<file path="src/isr_defines.svh">
// Register offsets, field positions, reset values and timing counts of the sensor readout
`ifndef ISR_DEFINES_SVH
`define ISR_DEFINES_SVH
`define ISR_ARRAY_SIZE        12'd2047
`define ISR_COLS_PER_CH       7'd127
`define ISR_CH_MAX            5'd16
`define ISR_SPI_ADDR_W        7
`define ISR_REG_TEMP_LOW      7'h7e
`define ISR_REG_TEMP_HIGH     7'h7f
`define ISR_REG_MODE          7'h01
`define ISR_REG_OFFSET        7'h02
`define ISR_REG_GAIN          7'h03
`define ISR_REG_FRAMES        7'h04
`define ISR_REG_WIN_BASE      7'h10
`define ISR_MODE_RES12_BIT    0
`define ISR_MODE_CHSEL_LO     1
`define ISR_MODE_MIRX_BIT     3
`define ISR_MODE_MIRY_BIT     4
`define ISR_MODE_RESET        8'h00
`define ISR_FRAMES_RESET      8'h01
`define ISR_WIN_COUNT         8
`define ISR_BIT_RATE_MBPS     480
`define ISR_CLK_MHZ           25
`define ISR_BIT_DIV           4'((`ISR_CLK_MHZ * 2 + `ISR_BIT_RATE_MBPS - 1) / `ISR_BIT_RATE_MBPS)
`define ISR_FIFO_DEPTH        16
`endif

</file>
<file path="src/isr_pkg.sv">
// Types shared by the sensor readout modules
package isr_pkg;
	typedef enum logic [1:0] {
		ISR_CH16,
		ISR_CH8,
		ISR_CH4,
		ISR_CH2
	} isr_chsel_t;
	typedef struct packed {
		logic [11:0] row;
		logic [11:0] col;
		logic [11:0] pix;
	} isr_word_t;
	typedef struct packed {
		logic dval;
		logic lval;
		logic fval;
	} isr_ctrl_t;
endpackage : isr_pkg

</file>
<file path="src/isr_fifo.sv">
// Parameterised valid/ready FIFO for the pixel word path
module isr_fifo #(
	parameter int WIDTH = 36,
	parameter int DEPTH = 16
) (
	// Clock and reset
	input  wire logic             clk_sys,
	input  wire logic             rstn,
	// Fill side
	input  wire logic             in_valid,
	output logic                  in_ready,
	input  wire logic [WIDTH-1:0] in_data,
	// Drain side
	output logic                  out_valid,
	input  wire logic             out_ready,
	output logic [WIDTH-1:0]      out_data
);
	localparam int AW = $clog2(DEPTH);
	logic [WIDTH-1:0] mem [DEPTH];    // Storage
	logic [AW-1:0]    wr_ptr;         // Write pointer
	logic [AW-1:0]    rd_ptr;         // Read pointer
	logic [AW:0]      count;          // Fill level
	logic             push;
	logic             pop;

	assign in_ready  = (count != (AW+1)'(DEPTH));
	assign out_valid = (count != '0);
	assign push      = in_valid && in_ready;
	assign pop       = out_valid && out_ready;
	assign out_data  = mem[rd_ptr];

	// Storage write
	always_ff @(posedge clk_sys) begin
		if (push) begin
			mem[wr_ptr] <= in_data;
		end
	end

	// Pointers and level
	always_ff @(posedge clk_sys or negedge rstn) begin
		if (!rstn) begin
			wr_ptr <= '0;
			rd_ptr <= '0;
			count  <= '0;
		end else begin
			if (push) begin
				wr_ptr <= wr_ptr + AW'(1);
			end
			if (pop) begin
				rd_ptr <= rd_ptr + AW'(1);
			end
			if (push && !pop) begin
				count <= count + (AW+1)'(1);
			end else if (pop && !push) begin
				count <= count - (AW+1)'(1);
			end
		end
	end
endmodule : isr_fifo

</file>
<file path="src/isr_readout.sv">
// Sensor readout sequencer: frame capture, row scan, serial lanes, SPI register port
`include "isr_defines.svh"

// Notes on behaviour
// - Global capture, then rows read in sequence
// - Each lane carries 128 adjacent columns in sixteen-lane mode
// - Sixteen data, one control, one clock output
// - Words serialised as 10 or 12 bits
// - DDR clock aligned with data lanes
// - Control lane flags data word validity
// - Lane bit rate at most 480 Mbps
// - Sixteen, eight, four or two lanes
// - Temperature read at 126 and 127 burst
// - Registers written and read over SPI
// - Programmable offset added; gain register
// - Up to eight row windows
// - Horizontal and vertical mirroring selectable
// - Sequencer held reset while reset low
// - Frame request starts programmed frame count
module isr_readout
	import isr_pkg::*;
(
	// Clock and reset
	input  wire logic        clk_sys,
	input  wire logic        rstn,
	// Sensor control pins
	input  wire logic        system_reset_low,
	input  wire logic        frame_req,
	// Pixel and temperature sources
	input  wire logic [11:0] adc_value,
	input  wire logic [15:0] temp_value,
	// SPI register port
	input  wire logic        spi_clk,
	input  wire logic        spi_en,
	input  wire logic        spi_in,
	output logic             spi_out,
	// Serial outputs
	output logic [15:0]      lane_data,
	output logic             lane_ctrl,
	output logic             lane_clk,
	// Pixel position being converted
	output logic [11:0]      pix_row,
	output logic [11:0]      pix_col
);
	// Sequencer states
	typedef enum logic [1:0] {
		ST_IDLE,
		ST_CAPTURE,
		ST_READ,
		ST_NEXT
	} isr_state_t;

	// Synchronisers for pins
	logic [1:0]  sync_rst;                   // Sequencer reset pin
	logic [1:0]  sync_req;                   // Frame request pin
	logic [1:0]  sync_sclk;                  // SPI clock
	logic [1:0]  sync_sen;                   // SPI enable
	logic [1:0]  sync_sin;                   // SPI data
	logic        sclk_d;                     // Delayed SPI clock
	logic        seq_rst;                    // Sequencer reset, active
	// Registers
	logic [7:0]  mode;                       // Resolution, lanes, mirroring
	logic [7:0]  offset;                     // Digital offset
	logic [7:0]  gain;                       // Analog gain code
	logic [7:0]  frames;                     // Frames per request
	logic [7:0]  win_start [`ISR_WIN_COUNT]; // Window start row / 8
	logic [7:0]  win_len   [`ISR_WIN_COUNT]; // Window length / 8, zero off
	// SPI engine
	logic [4:0]  spi_cnt;                    // Bit count in byte pair
	logic [15:0] spi_sh;                     // Shift register
	logic [6:0]  spi_addr;                   // Current address
	logic        spi_wr;                     // Write transaction
	logic [15:0] temp_snap;                  // Temperature frozen for burst
	logic [7:0]  rd_byte;                    // Addressed register value
	// Sequencer
	isr_state_t  state;
	logic [7:0]  frame_left;                 // Frames still to send
	logic [11:0] row;                        // Row counter
	logic [11:0] col;                        // Column within the row
	logic        row_in_win;                 // Row belongs to a window
	// Serialiser
	logic [3:0]  div_cnt;                    // Bit rate divider
	logic        bit_en;                     // Bit enable pulse
	logic [3:0]  bit_idx;                    // Bit within word
	logic [3:0]  word_bits;                  // Word width minus one
	logic [11:0] shreg;                      // Word being sent
	logic [3:0]  shlane;                     // Lane of word being sent
	// FIFO handshake and words
	logic        fifo_in_ready;
	logic        fifo_out_valid;
	isr_word_t   fifo_in;
	isr_word_t   fifo_out;
	logic        sending;                    // Word on lanes is valid
	logic [4:0]  lanes;                      // Active lane count
	logic [12:0] next_pix;                   // Offset sum

	// Pin synchronisers
	always_ff @(posedge clk_sys or negedge rstn) begin
		if (!rstn) begin
			// All pins read as low until sampled
			sync_rst  <= 2'h0;
			sync_req  <= 2'h0;
			sync_sclk <= 2'h0;
			sync_sen  <= 2'h0;
			sync_sin  <= 2'h0;
			sclk_d    <= 1'b0;
		end else begin
			// Shift each pin through its two flops
			sync_rst  <= {sync_rst[0], system_reset_low};
			sync_req  <= {sync_req[0], frame_req};
			sync_sclk <= {sync_sclk[0], spi_clk};
			sync_sen  <= {sync_sen[0], spi_en};
			sync_sin  <= {sync_sin[0], spi_in};
			// SPI clock edges found against this delayed copy
			sclk_d    <= sync_sclk[1];
		end
	end

	// Sequencer reset follows the synchronised pin, active low
	assign seq_rst = !sync_rst[1];

	// Register read mux
	// Read data comes from the current address: the command byte's, stepped after each data byte
	always_comb begin
		// Unmapped addresses read as zero
		rd_byte = 8'h00;
		case (spi_addr)
			`ISR_REG_MODE:      rd_byte = mode;
			`ISR_REG_OFFSET:    rd_byte = offset;
			`ISR_REG_GAIN:      rd_byte = gain;
			`ISR_REG_FRAMES:    rd_byte = frames;
			`ISR_REG_TEMP_LOW:  rd_byte = temp_snap[7:0];
			`ISR_REG_TEMP_HIGH: rd_byte = temp_snap[15:8];
			default: begin
				// Window registers: upper half lengths, lower half starts
				if (spi_addr[6:4] == 3'h1) begin
					rd_byte = spi_addr[3] ? win_len[spi_addr[2:0]] : win_start[spi_addr[2:0]];
				end
			end
		endcase
	end

	// Temperature tracks while the port is idle and is frozen during a transaction, so a burst reads one sample
	// SPI frame: wr bit, 7 address bits, then data bytes; address steps each byte
	always_ff @(posedge clk_sys or negedge rstn) begin
		if (!rstn) begin
			spi_cnt   <= 5'h00;
			spi_sh    <= 16'h0000;
			spi_addr  <= 7'h00;
			spi_wr    <= 1'b0;
			spi_out   <= 1'b0;
			temp_snap <= 16'h0000;
			mode      <= `ISR_MODE_RESET;
			offset    <= 8'h00;
			gain      <= 8'h00;
			frames    <= `ISR_FRAMES_RESET;
			for (int i = 0; i < `ISR_WIN_COUNT; i++) begin
				win_start[i] <= 8'h00;
				win_len[i]   <= 8'h00;
			end
			// Window 0 is open after reset
			win_len[0] <= 8'hff;
		end else if (!sync_sen[1]) begin
			// Idle between transactions: restart the count, track temperature
			spi_cnt   <= 5'h00;
			temp_snap <= temp_value;
		end else if (sync_sclk[1] && !sclk_d) begin
			spi_sh <= {spi_sh[14:0], sync_sin[1]};
			if (spi_cnt == 5'h07) begin
				// Command byte complete: latch direction and start address
				spi_wr   <= spi_sh[6];
				spi_addr <= {spi_sh[5:0], sync_sin[1]};
				spi_cnt  <= 5'h08;
			end else if (spi_cnt == 5'h0f) begin
				// Data byte complete: step address for burst, store on write
				spi_cnt  <= 5'h08;
				spi_addr <= spi_addr + 7'h01;
				if (spi_wr) begin
					case (spi_addr)
						`ISR_REG_MODE:   mode   <= {spi_sh[6:0], sync_sin[1]};
						`ISR_REG_OFFSET: offset <= {spi_sh[6:0], sync_sin[1]};
						`ISR_REG_GAIN:   gain   <= {spi_sh[6:0], sync_sin[1]};
						`ISR_REG_FRAMES: frames <= {spi_sh[6:0], sync_sin[1]};
						default: begin
							// Writes to read-only or unmapped addresses are dropped
							if (spi_addr[6:4] == 3'h1 && spi_addr[3]) begin
								win_len[spi_addr[2:0]] <= {spi_sh[6:0], sync_sin[1]};
							end else if (spi_addr[6:4] == 3'h1) begin
								win_start[spi_addr[2:0]] <= {spi_sh[6:0], sync_sin[1]};
							end
						end
					endcase
				end
			end else begin
				// Count bits within the current byte
				spi_cnt <= spi_cnt + 5'h01;
			end
		end else if (!sync_sclk[1] && sclk_d && spi_cnt >= 5'h08 && !spi_wr) begin
			// Read data changes after the falling edge, held until the next
			spi_out <= rd_byte[3'(5'h0f - spi_cnt)];
		end
	end

	// Row window membership
	// A row is read when any enabled window covers it
	always_comb begin
		row_in_win = 1'b0;
		for (int i = 0; i < `ISR_WIN_COUNT; i++) begin
			// Bounds compare in units of eight rows
			if (win_len[i] != 8'h00 && row[11:3] >= {1'b0, win_start[i]}
				&& row[11:3] < ({1'b0, win_start[i]} + {1'b0, win_len[i]})) begin
				row_in_win = 1'b1;
			end
		end
	end

	// Sequencer state machine
	always_ff @(posedge clk_sys or negedge rstn) begin
		if (!rstn) begin
			// Start idle with counters at the first pixel
			state      <= ST_IDLE;
			frame_left <= 8'h00;
			row        <= 12'h000;
			col        <= 12'h000;
		end else if (seq_rst) begin
			// Pin reset parks the sequencer; registers keep their values
			state <= ST_IDLE;
		end else begin
			case (state)
				ST_IDLE: begin
					// Wait for a request with a non-zero frame count
					if (sync_req[1] && frames != 8'h00) begin
						frame_left <= frames;
						state      <= ST_CAPTURE;
					end
				end
				ST_CAPTURE: begin
					// Whole array was exposed at once; start from the top row
					row   <= 12'h000;
					col   <= 12'h000;
					state <= ST_READ;
				end
				ST_READ: begin
					// Rows outside every window are skipped without output
					if (!row_in_win) begin
						state <= ST_NEXT;
					end else if (fifo_in_ready) begin
						// Stall on a full FIFO so no pixel is lost; the row spans the array
						if (col == `ISR_ARRAY_SIZE) begin
							state <= ST_NEXT;
						end
						col <= col + 12'h001;
					end
				end
				ST_NEXT: begin
					// Row done: count a frame at the bottom, else step down
					col <= 12'h000;
					if (row == `ISR_ARRAY_SIZE) begin
						frame_left <= frame_left - 8'h01;
						state      <= (frame_left == 8'h01) ? ST_IDLE : ST_CAPTURE;
					end else begin
						row   <= row + 12'h001;
						state <= ST_READ;
					end
				end
				default: state <= ST_IDLE;
			endcase
		end
	end

	// Mirroring maps scan position to array position
	assign pix_row  = mode[`ISR_MODE_MIRY_BIT] ? (`ISR_ARRAY_SIZE - row) : row;
	assign pix_col  = mode[`ISR_MODE_MIRX_BIT] ? (`ISR_ARRAY_SIZE - col) : col;
	// Offset sum saturates rather than wrapping to dark
	assign next_pix = {1'b0, adc_value} + {5'h00, offset};
	assign fifo_in  = '{row: pix_row, col: pix_col,
		pix: next_pix[12] ? 12'hfff : next_pix[11:0]};

	// FIFO decouples the row scan from the slower serial output
	isr_fifo #(
		.WIDTH ($bits(isr_word_t)),
		.DEPTH (`ISR_FIFO_DEPTH)
	) u_fifo (
		.clk_sys   (clk_sys),
		.rstn      (rstn),
		.in_valid  (state == ST_READ && row_in_win),
		.in_ready  (fifo_in_ready),
		.in_data   (fifo_in),
		.out_valid (fifo_out_valid),
		.out_ready (bit_en && bit_idx == 4'h0),
		.out_data  (fifo_out)
	);

	// Bit enable divider
	// With the system clock below half the lane limit the divider is one
	always_ff @(posedge clk_sys or negedge rstn) begin
		if (!rstn) begin
			div_cnt <= 4'h0;
		end else if (div_cnt == `ISR_BIT_DIV - 4'h1) begin
			div_cnt <= 4'h0;
		end else begin
			div_cnt <= div_cnt + 4'h1;
		end
	end

	// Bit pulse from the divider; word width and active lane count from the mode register
	assign bit_en    = (div_cnt == 4'h0);
	assign word_bits = mode[`ISR_MODE_RES12_BIT] ? 4'hb : 4'h9;
	assign lanes     = `ISR_CH_MAX >> mode[`ISR_MODE_CHSEL_LO +: 2];

	// Serialiser; fewer lanes means the unused lanes idle low
	// A word is taken from the FIFO when the previous word's last bit leaves
	// The lane number is latched with the word, since the FIFO head moves on
	always_ff @(posedge clk_sys or negedge rstn) begin
		if (!rstn) begin
			// Lanes, control and clock start low
			bit_idx   <= 4'h0;
			shreg     <= 12'h000;
			shlane    <= 4'h0;
			sending   <= 1'b0;
			lane_data <= 16'h0000;
			lane_ctrl <= 1'b0;
			lane_clk  <= 1'b0;
		end else if (bit_en) begin
			// Clock toggles once per bit, so each edge carries one bit
			lane_clk <= !lane_clk;
			if (bit_idx == 4'h0) begin
				// Load the next word, or an idle slot when the FIFO is empty
				sending <= fifo_out_valid;
				shreg   <= fifo_out_valid ? fifo_out.pix : 12'h000;
				// Group of 128 columns per lane; fewer lanes take neighbouring groups
				shlane  <= fifo_out_valid ? 4'(fifo_out.col[10:7] >> mode[`ISR_MODE_CHSEL_LO +: 2]) : 4'h0;
				bit_idx <= word_bits;
			end else begin
				// Shift towards the top bit, most significant bit first
				bit_idx <= bit_idx - 4'h1;
				shreg   <= {shreg[10:0], 1'b0};
			end
			// Only the lane that owns the word shows its bits
			for (int i = 0; i < 16; i++) begin
				lane_data[i] <= (5'(i) < lanes) && (4'(i) == shlane) && shreg[word_bits];
			end
			// Valid flag lags the load by one bit, like the data
			lane_ctrl <= sending;
		end
	end
endmodule : isr_readout

</file>
<file path="config.mk">
export PLATFORM = sky130hd
export DESIGN_NAME = isr_readout
export DESIGN_NICKNAME = d
export VERILOG_FILES = /design/src/isr_pkg.sv /design/src/isr_fifo.sv /design/src/isr_readout.sv
export VERILOG_INCLUDE_DIRS = /design/src /design/src/src
export SDC_FILE = /design/constraint.sdc
export NUM_CORES = 1
export LEC_CHECK = 0
export BUFFER_PORTS_ARGS = -buffer_cell sky130_fd_sc_hd__buf_2
export CORE_MARGIN = 2
export CORE_UTILIZATION = 55
export CTS_CLUSTER_DIAMETER = 100
export DETAILED_ROUTE_END_ITERATION = 10
export MAX_ROUTING_LAYER = met4
export PLACE_DENSITY = 0.72
export SETUP_SLACK_MARGIN = 0.2
export SYNTH_ARGS = -nofsm -noshare
export SYNTH_HDL_FRONTEND = slang
export SYNTH_SLANG_ARGS = --single-unit
</file>
<file path="constraint.sdc">
create_clock -name clk_sys -period 12.6 [get_ports clk_sys]
set_clock_uncertainty 0.1 [all_clocks]
set_input_delay 2.52 -clock clk_sys [delete_from_list [all_inputs] [get_ports clk_sys]]
set_output_delay 2.52 -clock clk_sys [all_outputs]
set_load 0.05 [all_outputs]
</file>
# Word-level counts from Yosys, hierarchy flattened

Memory sizes are Yosys's and may differ from the RTL's.
Cells that the tools add are included.
Widths: inputs -> output; s select.

Memories: 1
Word-level logic and storage cells: 318
RAM bits: 576
Register bits: 298

Multiplexer cells: 60
Add/sub/neg operators: 23
Bitwise operators: 5
Reduce and logical (&&, ||, !) cells: 103
Equality and inequality tests: 40
Magnitude comparators: 37
Shifts and indexed selects: 2

Memory list:

| name       | depth | bits a word | rd ports | clocked after memory_dff | wr ports | line           | text |
|---|---|---|---|---|---|---|---|
| u_fifo.mem | 16    | 36          | 1        | 0                        | 1        | isr_fifo.sv:19 | `logic [WIDTH-1:0] mem [DEPTH];` |

Operators by type and width:

| operator               | number |
|---|---|
| $bwmux 64              | 2 |
| $mux 12                | 8 |
| $add 8x8->9            | 8 |
| $ge 9x8->1             | 8 |
| $lt 9x9->1             | 8 |
| $mux 8                 | 9 |
| $reduce_bool 8->1      | 9 |
| $logic_and 1x1->1      | 61 |
| $bmux 8 s3             | 2 |
| $pmux 12 s2            | 2 |
| $pmux 8 s6             | 1 |
| $lt 4x5->1 const A     | 8 |
| $eq 4x4->1 const A     | 8 |
| $mux 5                 | 6 |
| $add 12x1->12 const B  | 2 |
| $demux 8 s3            | 1 |
| $eq 12x11->1 const B   | 2 |
| $reduce_and 6->1       | 4 |
| $sub 11x12->12 const A | 2 |
| $lt 3x5->1 const A     | 4 |
| $eq 3x4->1 const A     | 4 |
| $pmux 8 s2             | 1 |
| $reduce_and 3->1       | 5 |
| $eq 7x2->1 const B     | 2 |
| 54 further kinds       | 103 |

# Longest topological paths before layout

Gate-level depths: netlist of the first run.

Word-level depth: 17
Depth in mapped cells: 27
Mapped depth without buffers: 26

# Hierarchy

A second synthesis of the first run with hierarchy kept.

Cell total of the unflattened synthesis: 3099
Area total of the unflattened synthesis: 42234.3 µm²

Modules (own cells, without submodules):

| module      | seq. area each (µm²) | cells an instance | times used | area an instance (µm²) |
|---|---|---|---|---|
| isr_fifo    | 17621.9              | 1119              | 1          | 22839.4 |
| isr_readout | 7143.1               | 1980              | 1          | 19394.9 |

# Worst setup path before layout of the first run

No wires, ideal clock.

Path type: flip-flop to flip-flop
Start point: register win_start[25] in the netlist's numbering
End point: memory u_fifo.mem[3][0], enable pin
Arrival: 4606 ps
Path slack: 7485 ps
Stages on the path, launching flop included: 20
Cells stage by stage: dfrtp_1 > ha_1 > a21o_1 > a21oi_1 > o21ai_0 > and2_1 > o21ai_0 > nand2b_1 > a21oi_1 > xor2_1 > ha_1 > a21oi_1 > nand2_1 > a221o_1 > a211oi_1 > a2111oi_2 > a21oi_2 > buf_2 > nand3b_1 > nor3_1

Longest elaborated chain between the ends: 11
Elaborated cells between the ends (all ways): 13
Those cells by class: add/sub: 1; order compare: 2; mux: 6; reduce/logical: 4

Ends and longest elaborated chain:

| what                                            | line                                   | text |
|---|---|---|
| start: declaration                              | isr_readout.sv:66                      | `` logic [7:0] win_start [`ISR_WIN_COUNT]; `` |
| start signal: indexed assignment                | isr_readout.sv:189                     | `win_start[spi_addr[2:0]] <= {spi_sh[6:0], sync_sin[1]};` |
| $add 8x8->9 or $ge 9x8->1 (tied branches)       | isr_readout.sv:211, isr_readout.sv:210 |  |
| $lt 9x9->1 or $logic_and 1x1->1 (tied branches) | isr_readout.sv:211, isr_readout.sv:210 |  |
| $logic_and 1x1->1 *                             | isr_readout.sv:211                     | `&& row[11:3] < ({1'b0, win_start[i]} + {1'b0, win_len[i]})) begin` |
| $mux 1 * (4 in a row)                           | isr_readout.sv:210                     | `if (win_len[i] != 8'h00 && row[11:3] >= {1'b0, win_start[i]}` |
| $logic_and 1x1->1 *                             | isr_readout.sv:286                     | `.in_valid (state == ST_READ && row_in_win),` |
| $logic_and 1x1->1 *                             | isr_fifo.sv:28                         | `assign push = in_valid && in_ready;` |
| $mux 1 *                                        | isr_fifo.sv:34                         | `if (push) begin` |
| $mux 1 (implied by the code) *                  | isr_fifo.sv:35                         | `mem[wr_ptr] <= in_data;` |
| end: declaration                                | isr_fifo.sv:19                         |  |

Mark *: on every way between the ends. The rest lies on a longest branch, timed or not.

# Worst setup path in the final report of the first run

Start point: register win_len[25] in the netlist's numbering
End point: register u_fifo.count[4]

Longest elaborated chain between the ends: 12
Elaborated cells between the ends (all ways): 16
Those cells by class: add/sub: 1; order compare: 1; mux: 5; reduce/logical: 9

Ends and longest elaborated chain:

| what                                             | line                                   | text |
|---|---|---|
| start: declaration                               | isr_readout.sv:67                      | `` logic [7:0] win_len [`ISR_WIN_COUNT]; `` |
| start signal: indexed assignment                 | isr_readout.sv:187                     | `win_len[spi_addr[2:0]] <= {spi_sh[6:0], sync_sin[1]};` |
| $add 8x8->9 or $reduce_bool 8->1 (tied branches) | isr_readout.sv:211, isr_readout.sv:210 |  |
| $lt 9x9->1 or $logic_and 1x1->1 (tied branches)  | isr_readout.sv:211, isr_readout.sv:210 |  |
| $logic_and 1x1->1 *                              | isr_readout.sv:211                     |  |
| $mux 1 * (4 in a row)                            | isr_readout.sv:210                     |  |
| $logic_and 1x1->1 *                              | isr_readout.sv:286                     |  |
| $logic_and 1x1->1 *                              | isr_fifo.sv:28                         |  |
| $logic_not 1->1                                  | isr_fifo.sv:54                         | `end else if (pop && !push) begin` |
| $logic_and 1x1->1                                | isr_fifo.sv:54                         |  |
| $reduce_bool 2->1 (no line)                      | n/a                                    |  |
| end signal: assignment                           | isr_fifo.sv:53                         | `count <= count + (AW+1)'(1);` |
| end signal: assignment                           | isr_fifo.sv:55                         | `count <= count - (AW+1)'(1);` |
| end: declaration                                 | isr_fifo.sv:22                         | `logic [AW:0] count;` |

Marks and branches as above.
A chain may end at the register's enable or synchronous reset.

==> results of run 1 <==
critical path: stages, from the launching register on:
cell and delay (ns):
dfrtp_1 0.43, ha_1 0.29, a21o_1 0.18, a21oi_1 0.20, o21ai_0 0.10, and2_1 0.16, o21ai_0 0.20, nand2b_1 0.08
a21oi_1 0.19, xor2_1 0.19, ha_1 0.28, a21oi_1 0.17, nand2_1 0.07, a221o_1 0.34, a211oi_1 0.47, a2111oi_2 0.14
a21oi_2 0.96, and2b_1 0.51, ha_1 0.27, inv_1 0.11, fa_1 0.42, a21o_1 0.18, a21oi_1 0.18, xnor2_1 0.14
nor2_1 0.07, xnor2_1 0.12
registers in the layout, indices dropped and copies added, names as in the netlist, 12 cells and up:
register    flops
win_len        64
col            12
shreg          12
lane_data      16
win_start      64
temp_snap      16
u_fifo.mem    256
row            12
synthesized netlist by cell type (23+ instances only):
library cell    n
dfrtp_1       289
edfxtp_1      256
ha_1          221
mux2_2        174
inv_1         132
nand2_1       124
a21oi_1       121
o21ai_0       102
mux4_2         86
nor2_1         75
clkbuf_1       59
nand3_1        51
xnor2_1        48
and3_1         40
mux2i_1        36
xor2_1         35
buf_4          32
a211oi_1       31
a21o_1         30
nor2b_1        30
buf_2          29
nor4_1         27
nand2b_1       26
a22oi_1        23
power groups by stage:
stage | logic (mW) | registers [mW] | clock network, mW
2_1_floorplan | 0.0653 | 1.95 | 0
3_3_place_gp | 0.0623 | 2.04 | 0
3_5_place_dp | 0.0651 | 2.04 | 0
4_1_cts | 0.0654 | 2.00 | 1.71
5_1_grt | 0.0724 | 2.01 | 1.77
6_report | 0.0640 | 2.01 | 1.68
final cells by class:
type,instances,share of cell area (%)
clock inverters,33,1.16
well taps,696,2.67
inverters,134,1.54
flip-flops and latches,554,46.5
multi-input cells,1554,41.7
clock buffers,71,4.53
repair buffers,105,1.90
logic make-up after synthesis:
| family | count (synthesis) |
|---|---|
| xor gates and xnor gates | 83 |
| and+or+nand+nor | 460 |
| buffers and inverters | 266 |
| muxes | 304 |
| AOI/OAI and AO/OA | 476 |
| DFF | 554 |
| adders and majority gates | 231 |
final timing paths:
check                                  endpoint  slack (ns)  cells after the start
worst max-delay path            u_fifo.count[4]        5.93                     25
worst max register to register  u_fifo.count[4]        5.93                     25
min in group asynchronous              shreg[7]        1.94                      1
max in group asynchronous            win_len[7]        8.94                      2
worst min-delay path                sync_sin[1]        0.25                      0
worst min register to register      sync_sin[1]        0.25                      0
through the flow:
| step | std cells | setup WS, ns |
|---|---|---|
| 5_1_grt | 3147 | 5.58 |
| 3_5_place_dp | 3043 | 6.01 |
| 2_1_floorplan | 2374 | 7.48 |
| 4_1_cts | 3147 | 6.00 |
| 6_report | 3147 | 5.93 |
| 3_3_place_gp | 3043 | 6.19 |
routing by layer:
layer,part of all wire (%),vias to the layer above
li1,-,8984
met1,43,10285
met2,46,757
met3,7.5,155
met4,3.0,0
met5,0,-
==> metrics.txt, run 1 <==
Clock Sinks=554; Comb power frac=1.7%; # hold bufs at CTS=0; first-pass GRT wire length=119000 µm; Via Count=20181; RD Place Congestion=0.967; CP Capture Type=register; ys flop type=dfrtp_1; Distinct cells, synth=83; Slew Viols, Final=0; Sw Ratio=23.0%; TNS Setup=0 ns; Setup crit start=win_len[25]; RSZ-0062 raised after global routing=no; grt met1 use=39.7%; htree depth=2; DR vias/cell=6.41; Global Route met2 Usage=43.1%; CTS Buf Count=55; Initial Util=55.6%; Flop pwr share=53.5%; NetSw=864 µW; area of the multi-input gates=0.0136 mm²; CP startpoint kind=register; Post-Syn Nets=2640; grt peak-use layer=met2; Syn Inst Count=2374; drt total wl=76700 µm; Final Cell Area=0.0326 mm²; worst r2r src=win_len[25]; Yosys reg bits=554; Root Buffer=clkbuf_16; most frequent cells in the layout=dfrtp_1 (284), edfxtp_1 (256), ha_1 (221); Cell Rows=85; Simple-Gate Fraction of Synth Area=7.94%; Post-Synth Adder-Cell Area=9.92%; wire length per cell=24.4 µm; Die Span Y=237 µm; largest area contributor in the netlist=edfxtp_1; Clock Power Share=44.8%; fmax=0.150 GHz; CP Max Fanout=24; number of enable flip-flop cells after synthesis=256; Die X=237 µm; P_int=2.89 mW; Final Hold Viols=0; syn avg cell area=12.6 µm²; register area=0.0152 mm²; clk buf depth=3; Hold Startpoint=sync_sin[0]; initial antenna violation count=0; Detailed Routing Iterations Pass 1=7; placed inst area=0.0308 mm²; number of global-route vias before repair=20199; Max Cap Viol=0; status=complete, no violations; Skew-Pair Late Insertion Delay=0.63 ns; Hold Worst Slack=0.249 ns; GRT Total Usage=28.4%; TritonCTS clock tree=built; leakage=13.6 nW; clk slew on worst S/H paths=0.06 ns; multiplexer area fraction after synthesis=14.6%; synth warn=0; IO Port Bufs=77; Worst Max-Slew Pin Slew=1.38 ns; die area=0.0562 mm²; final setup violation count=0; Post-synth ARST share=53.8%; I/O pins=78; GR met3 Demand/Resource=4.74%; Seq/Total Area, Yosys=50.7%; Core Util, Final=60.6%; Hold Path Class=reg2reg; Max-slew headroom=7.94%; VDD IR max=141 µV; share of layout cells above drive strength 1=20.2%; Setup Buffers After CTS=0; # diodes=0; largest family of logic cells by synthesized area=multiplexers; Resize count post-CTS=0; hpwl dp=51300 µm; Period minus WS final=6.67 ns; synthesis-to-finish area growth=9.06%; synth top area cells=edfxtp_1 (26%), dfrtp_1 (24%), ha_1 (9.2%); largest net degree at the start of global routing=174; Routed Antenna Nets=0; Worst Path Required=13.02 ns; Initial DRC Count=1853; most common cell after layout, fill and taps aside=dfrtp_1; # nets final=2670; DRC Markers=0; Final Total Pwr=3.75 mW; power per cell area=115 mW/mm²; Period Utilization, post-route=52.9%; xor-xnor portion of the synthesized cell area=2.43%; crit path DAT=7.09 ns; Synth Area in Compound Gates=10.5%; core area=0.0538 mm²; fillers=4173; Setup Crit Path Kind=reg2reg; total gr overflow=0; Synth Cell Area=0.0299 mm²; proportion of netlist area held by the largest area contributor=25.7%
Power figures use the tool's default switching activity.
==> inputs of run 2 (changes only) <==
clock period = 6.8 ns   (was 12.6 ns; I/O delays follow)
==> metrics.txt, run 2 (synthesis results as in run 1) <==
status=complete, no violations; core area=0.0538 mm² (unchanged); Detailed Routing Iterations Pass 1=7 (unchanged); Via Count=20108 (-0.36%); PnR worst setup slack=0.803 ns (-5.13 ns); Hold Path Class=reg2reg; Worst Max-Slew Pin Slew=1.40 ns (+0.0152 ns); Worst Path Required=7.22 ns (-5.80 ns); RSZ-0062 raised after global routing=no; power per cell area=211 mW/mm² (+83%); Period Utilization, post-route=88.2% (+35 points); Initial Util=55.6% (unchanged); I/O pins=78 (unchanged); initial antenna violation count=2 (+2); crit path DAT=6.42 ns (-0.67 ns); Slowest-stage cell, CP=nor4b_1; wire length per cell=24.3 µm (-0.39%); drt total wl=76600 µm (-0.11%); CP Buf/Inv Count=3 (+2); max reg flops=256 (unchanged); Setup Crit Path Kind=reg2reg; die area=0.0562 mm² (unchanged); Top Registers=u_fifo.mem (256), win_len (64), win_start (64); Cell Rows=85 (unchanged); GRT Total Usage=28.5% (+0.19 points); fmax=0.167 GHz (+11%); # nets final=2677 (+0.26%); IO Port Bufs=77 (unchanged); CP startpoint kind=register; CP Capture Type=register; most common cell after layout, fill and taps aside=dfrtp_1; synthesis-to-finish area growth=8.99% (about the same); crit-path max cell delay=0.87 ns (-0.09 ns); Routed Antenna Nets=0 (unchanged); Die X=237 µm (unchanged); TNS Setup=0 ns (unchanged); Period minus WS final=6.00 ns (-0.671 ns); Most flops, register=u_fifo.mem; VDD IR max=218 µV (+55%); largest net degree at the start of global routing=132 (-24%); hpwl dp=52300 µm (+2.0%); clk buf depth=3 (unchanged); setup slack, reg-to-reg=0.80 ns (-5.13 ns); Final Hold Viols=0 (unchanged); Max Cap Viol=0 (unchanged); Max-slew headroom=6.92% (-1.0 points); Skew-Pair Late Insertion Delay=0.64 ns (about the same); Slew Viols, Final=0 (unchanged); RD Place Congestion=0.968 (+0.17%); total gr overflow=0 (unchanged); pre-CTS setup slack=0.876 ns (-5.13 ns); first-pass GRT wire length=120000 µm (+0.61%); Root Buffer=clkbuf_16; Setup Buffers After CTS=0 (unchanged); Clock Sinks=554 (unchanged); # hold bufs at CTS=0 (unchanged); CTS Buf Count=56 (+1.8%); clk slew on worst S/H paths=0.07 ns (about the same); TritonCTS clock tree=built; DR vias/cell=6.37 (-0.65%); Resize count post-CTS=0 (unchanged); CP Max Fanout=17 (-29%); Die Span Y=237 µm (unchanged); DRC Markers=0 (unchanged); Initial DRC Count=1752 (-5.5%); share of layout cells above drive strength 1=20.4% (+0.23 points); htree depth=2 (unchanged); number of global-route vias before repair=20034 (-0.82%); most frequent cells in the layout=dfrtp_1 (284), edfxtp_1 (256), ha_1 (221); CP delay by family, top=compound AO/OA/AOI/OAI gates; final setup violation count=0 (unchanged); leakage=13.6 nW (about the same); Hold Worst Slack=0.248 ns (-0.00172 ns)
==> run 2: per-stage QoR <==
stage | total power [mW] | instance area, µm² | instances | util, %
finish | 6.88 | 32600 | 3156 | 60.6
detailed placement | 3.90 | 30800 | 3049 | 57.2
CTS | 6.90 | 32600 | 3154 | 60.6
global route | 7.06 | 32600 | 3156 | 60.6
global placement | 3.90 | 30800 | 3049 | 57.2
floorplan | 3.74 | 29900 | 2374 | -
==> run 2: path summary, 6_finish.rpt <==
kind | from | to | depth (start not counted)
min | sync_sin[0] | sync_sin[1] | 0
min reg2reg | sync_sin[0] | sync_sin[1] | 0
min in group asynchronous | rstn | col[9] | 1
max reg2reg | win_len[56] | u_fifo.count[4] | 26
max | win_len[56] | u_fifo.count[4] | 26
max in group asynchronous | rstn | spi_addr[2] | 2
==> run 2: area by class of cell <==
cell class | instances | area [µm²]
clock inverters | 29 | 228
flip-flops and latches | 554 | 15200
diodes | 2 | 5.00
inverters | 134 | 503
fillers | 4120 | 21200
multi-input cells | 1554 | 13600
repair buffers | 111 | 663
well taps | 696 | 871
clock buffers | 76 | 1560
==> run 2: layer usage <==
| layer | track usage, % | vias to the layer above | share of wire, % |
|---|---|---|---|
| met1 | 40.1 | 10213 | 44 |
| li1 | - | 9020 | - |
| met3 | 4.55 | 142 | 6.9 |
| met2 | 43.7 | 733 | 47 |
| met4 | 7.91 | 0 | 2.8 |
| met5 | - | - | 0 |
==> run 2: power breakdown <==
group          leakage (nW)  internal, mW  switching, mW
clock network         0.879          1.69           1.34
registers              6.21          3.53          0.179
logic                  6.55        0.0493         0.0893
total                  13.6          5.26           1.61
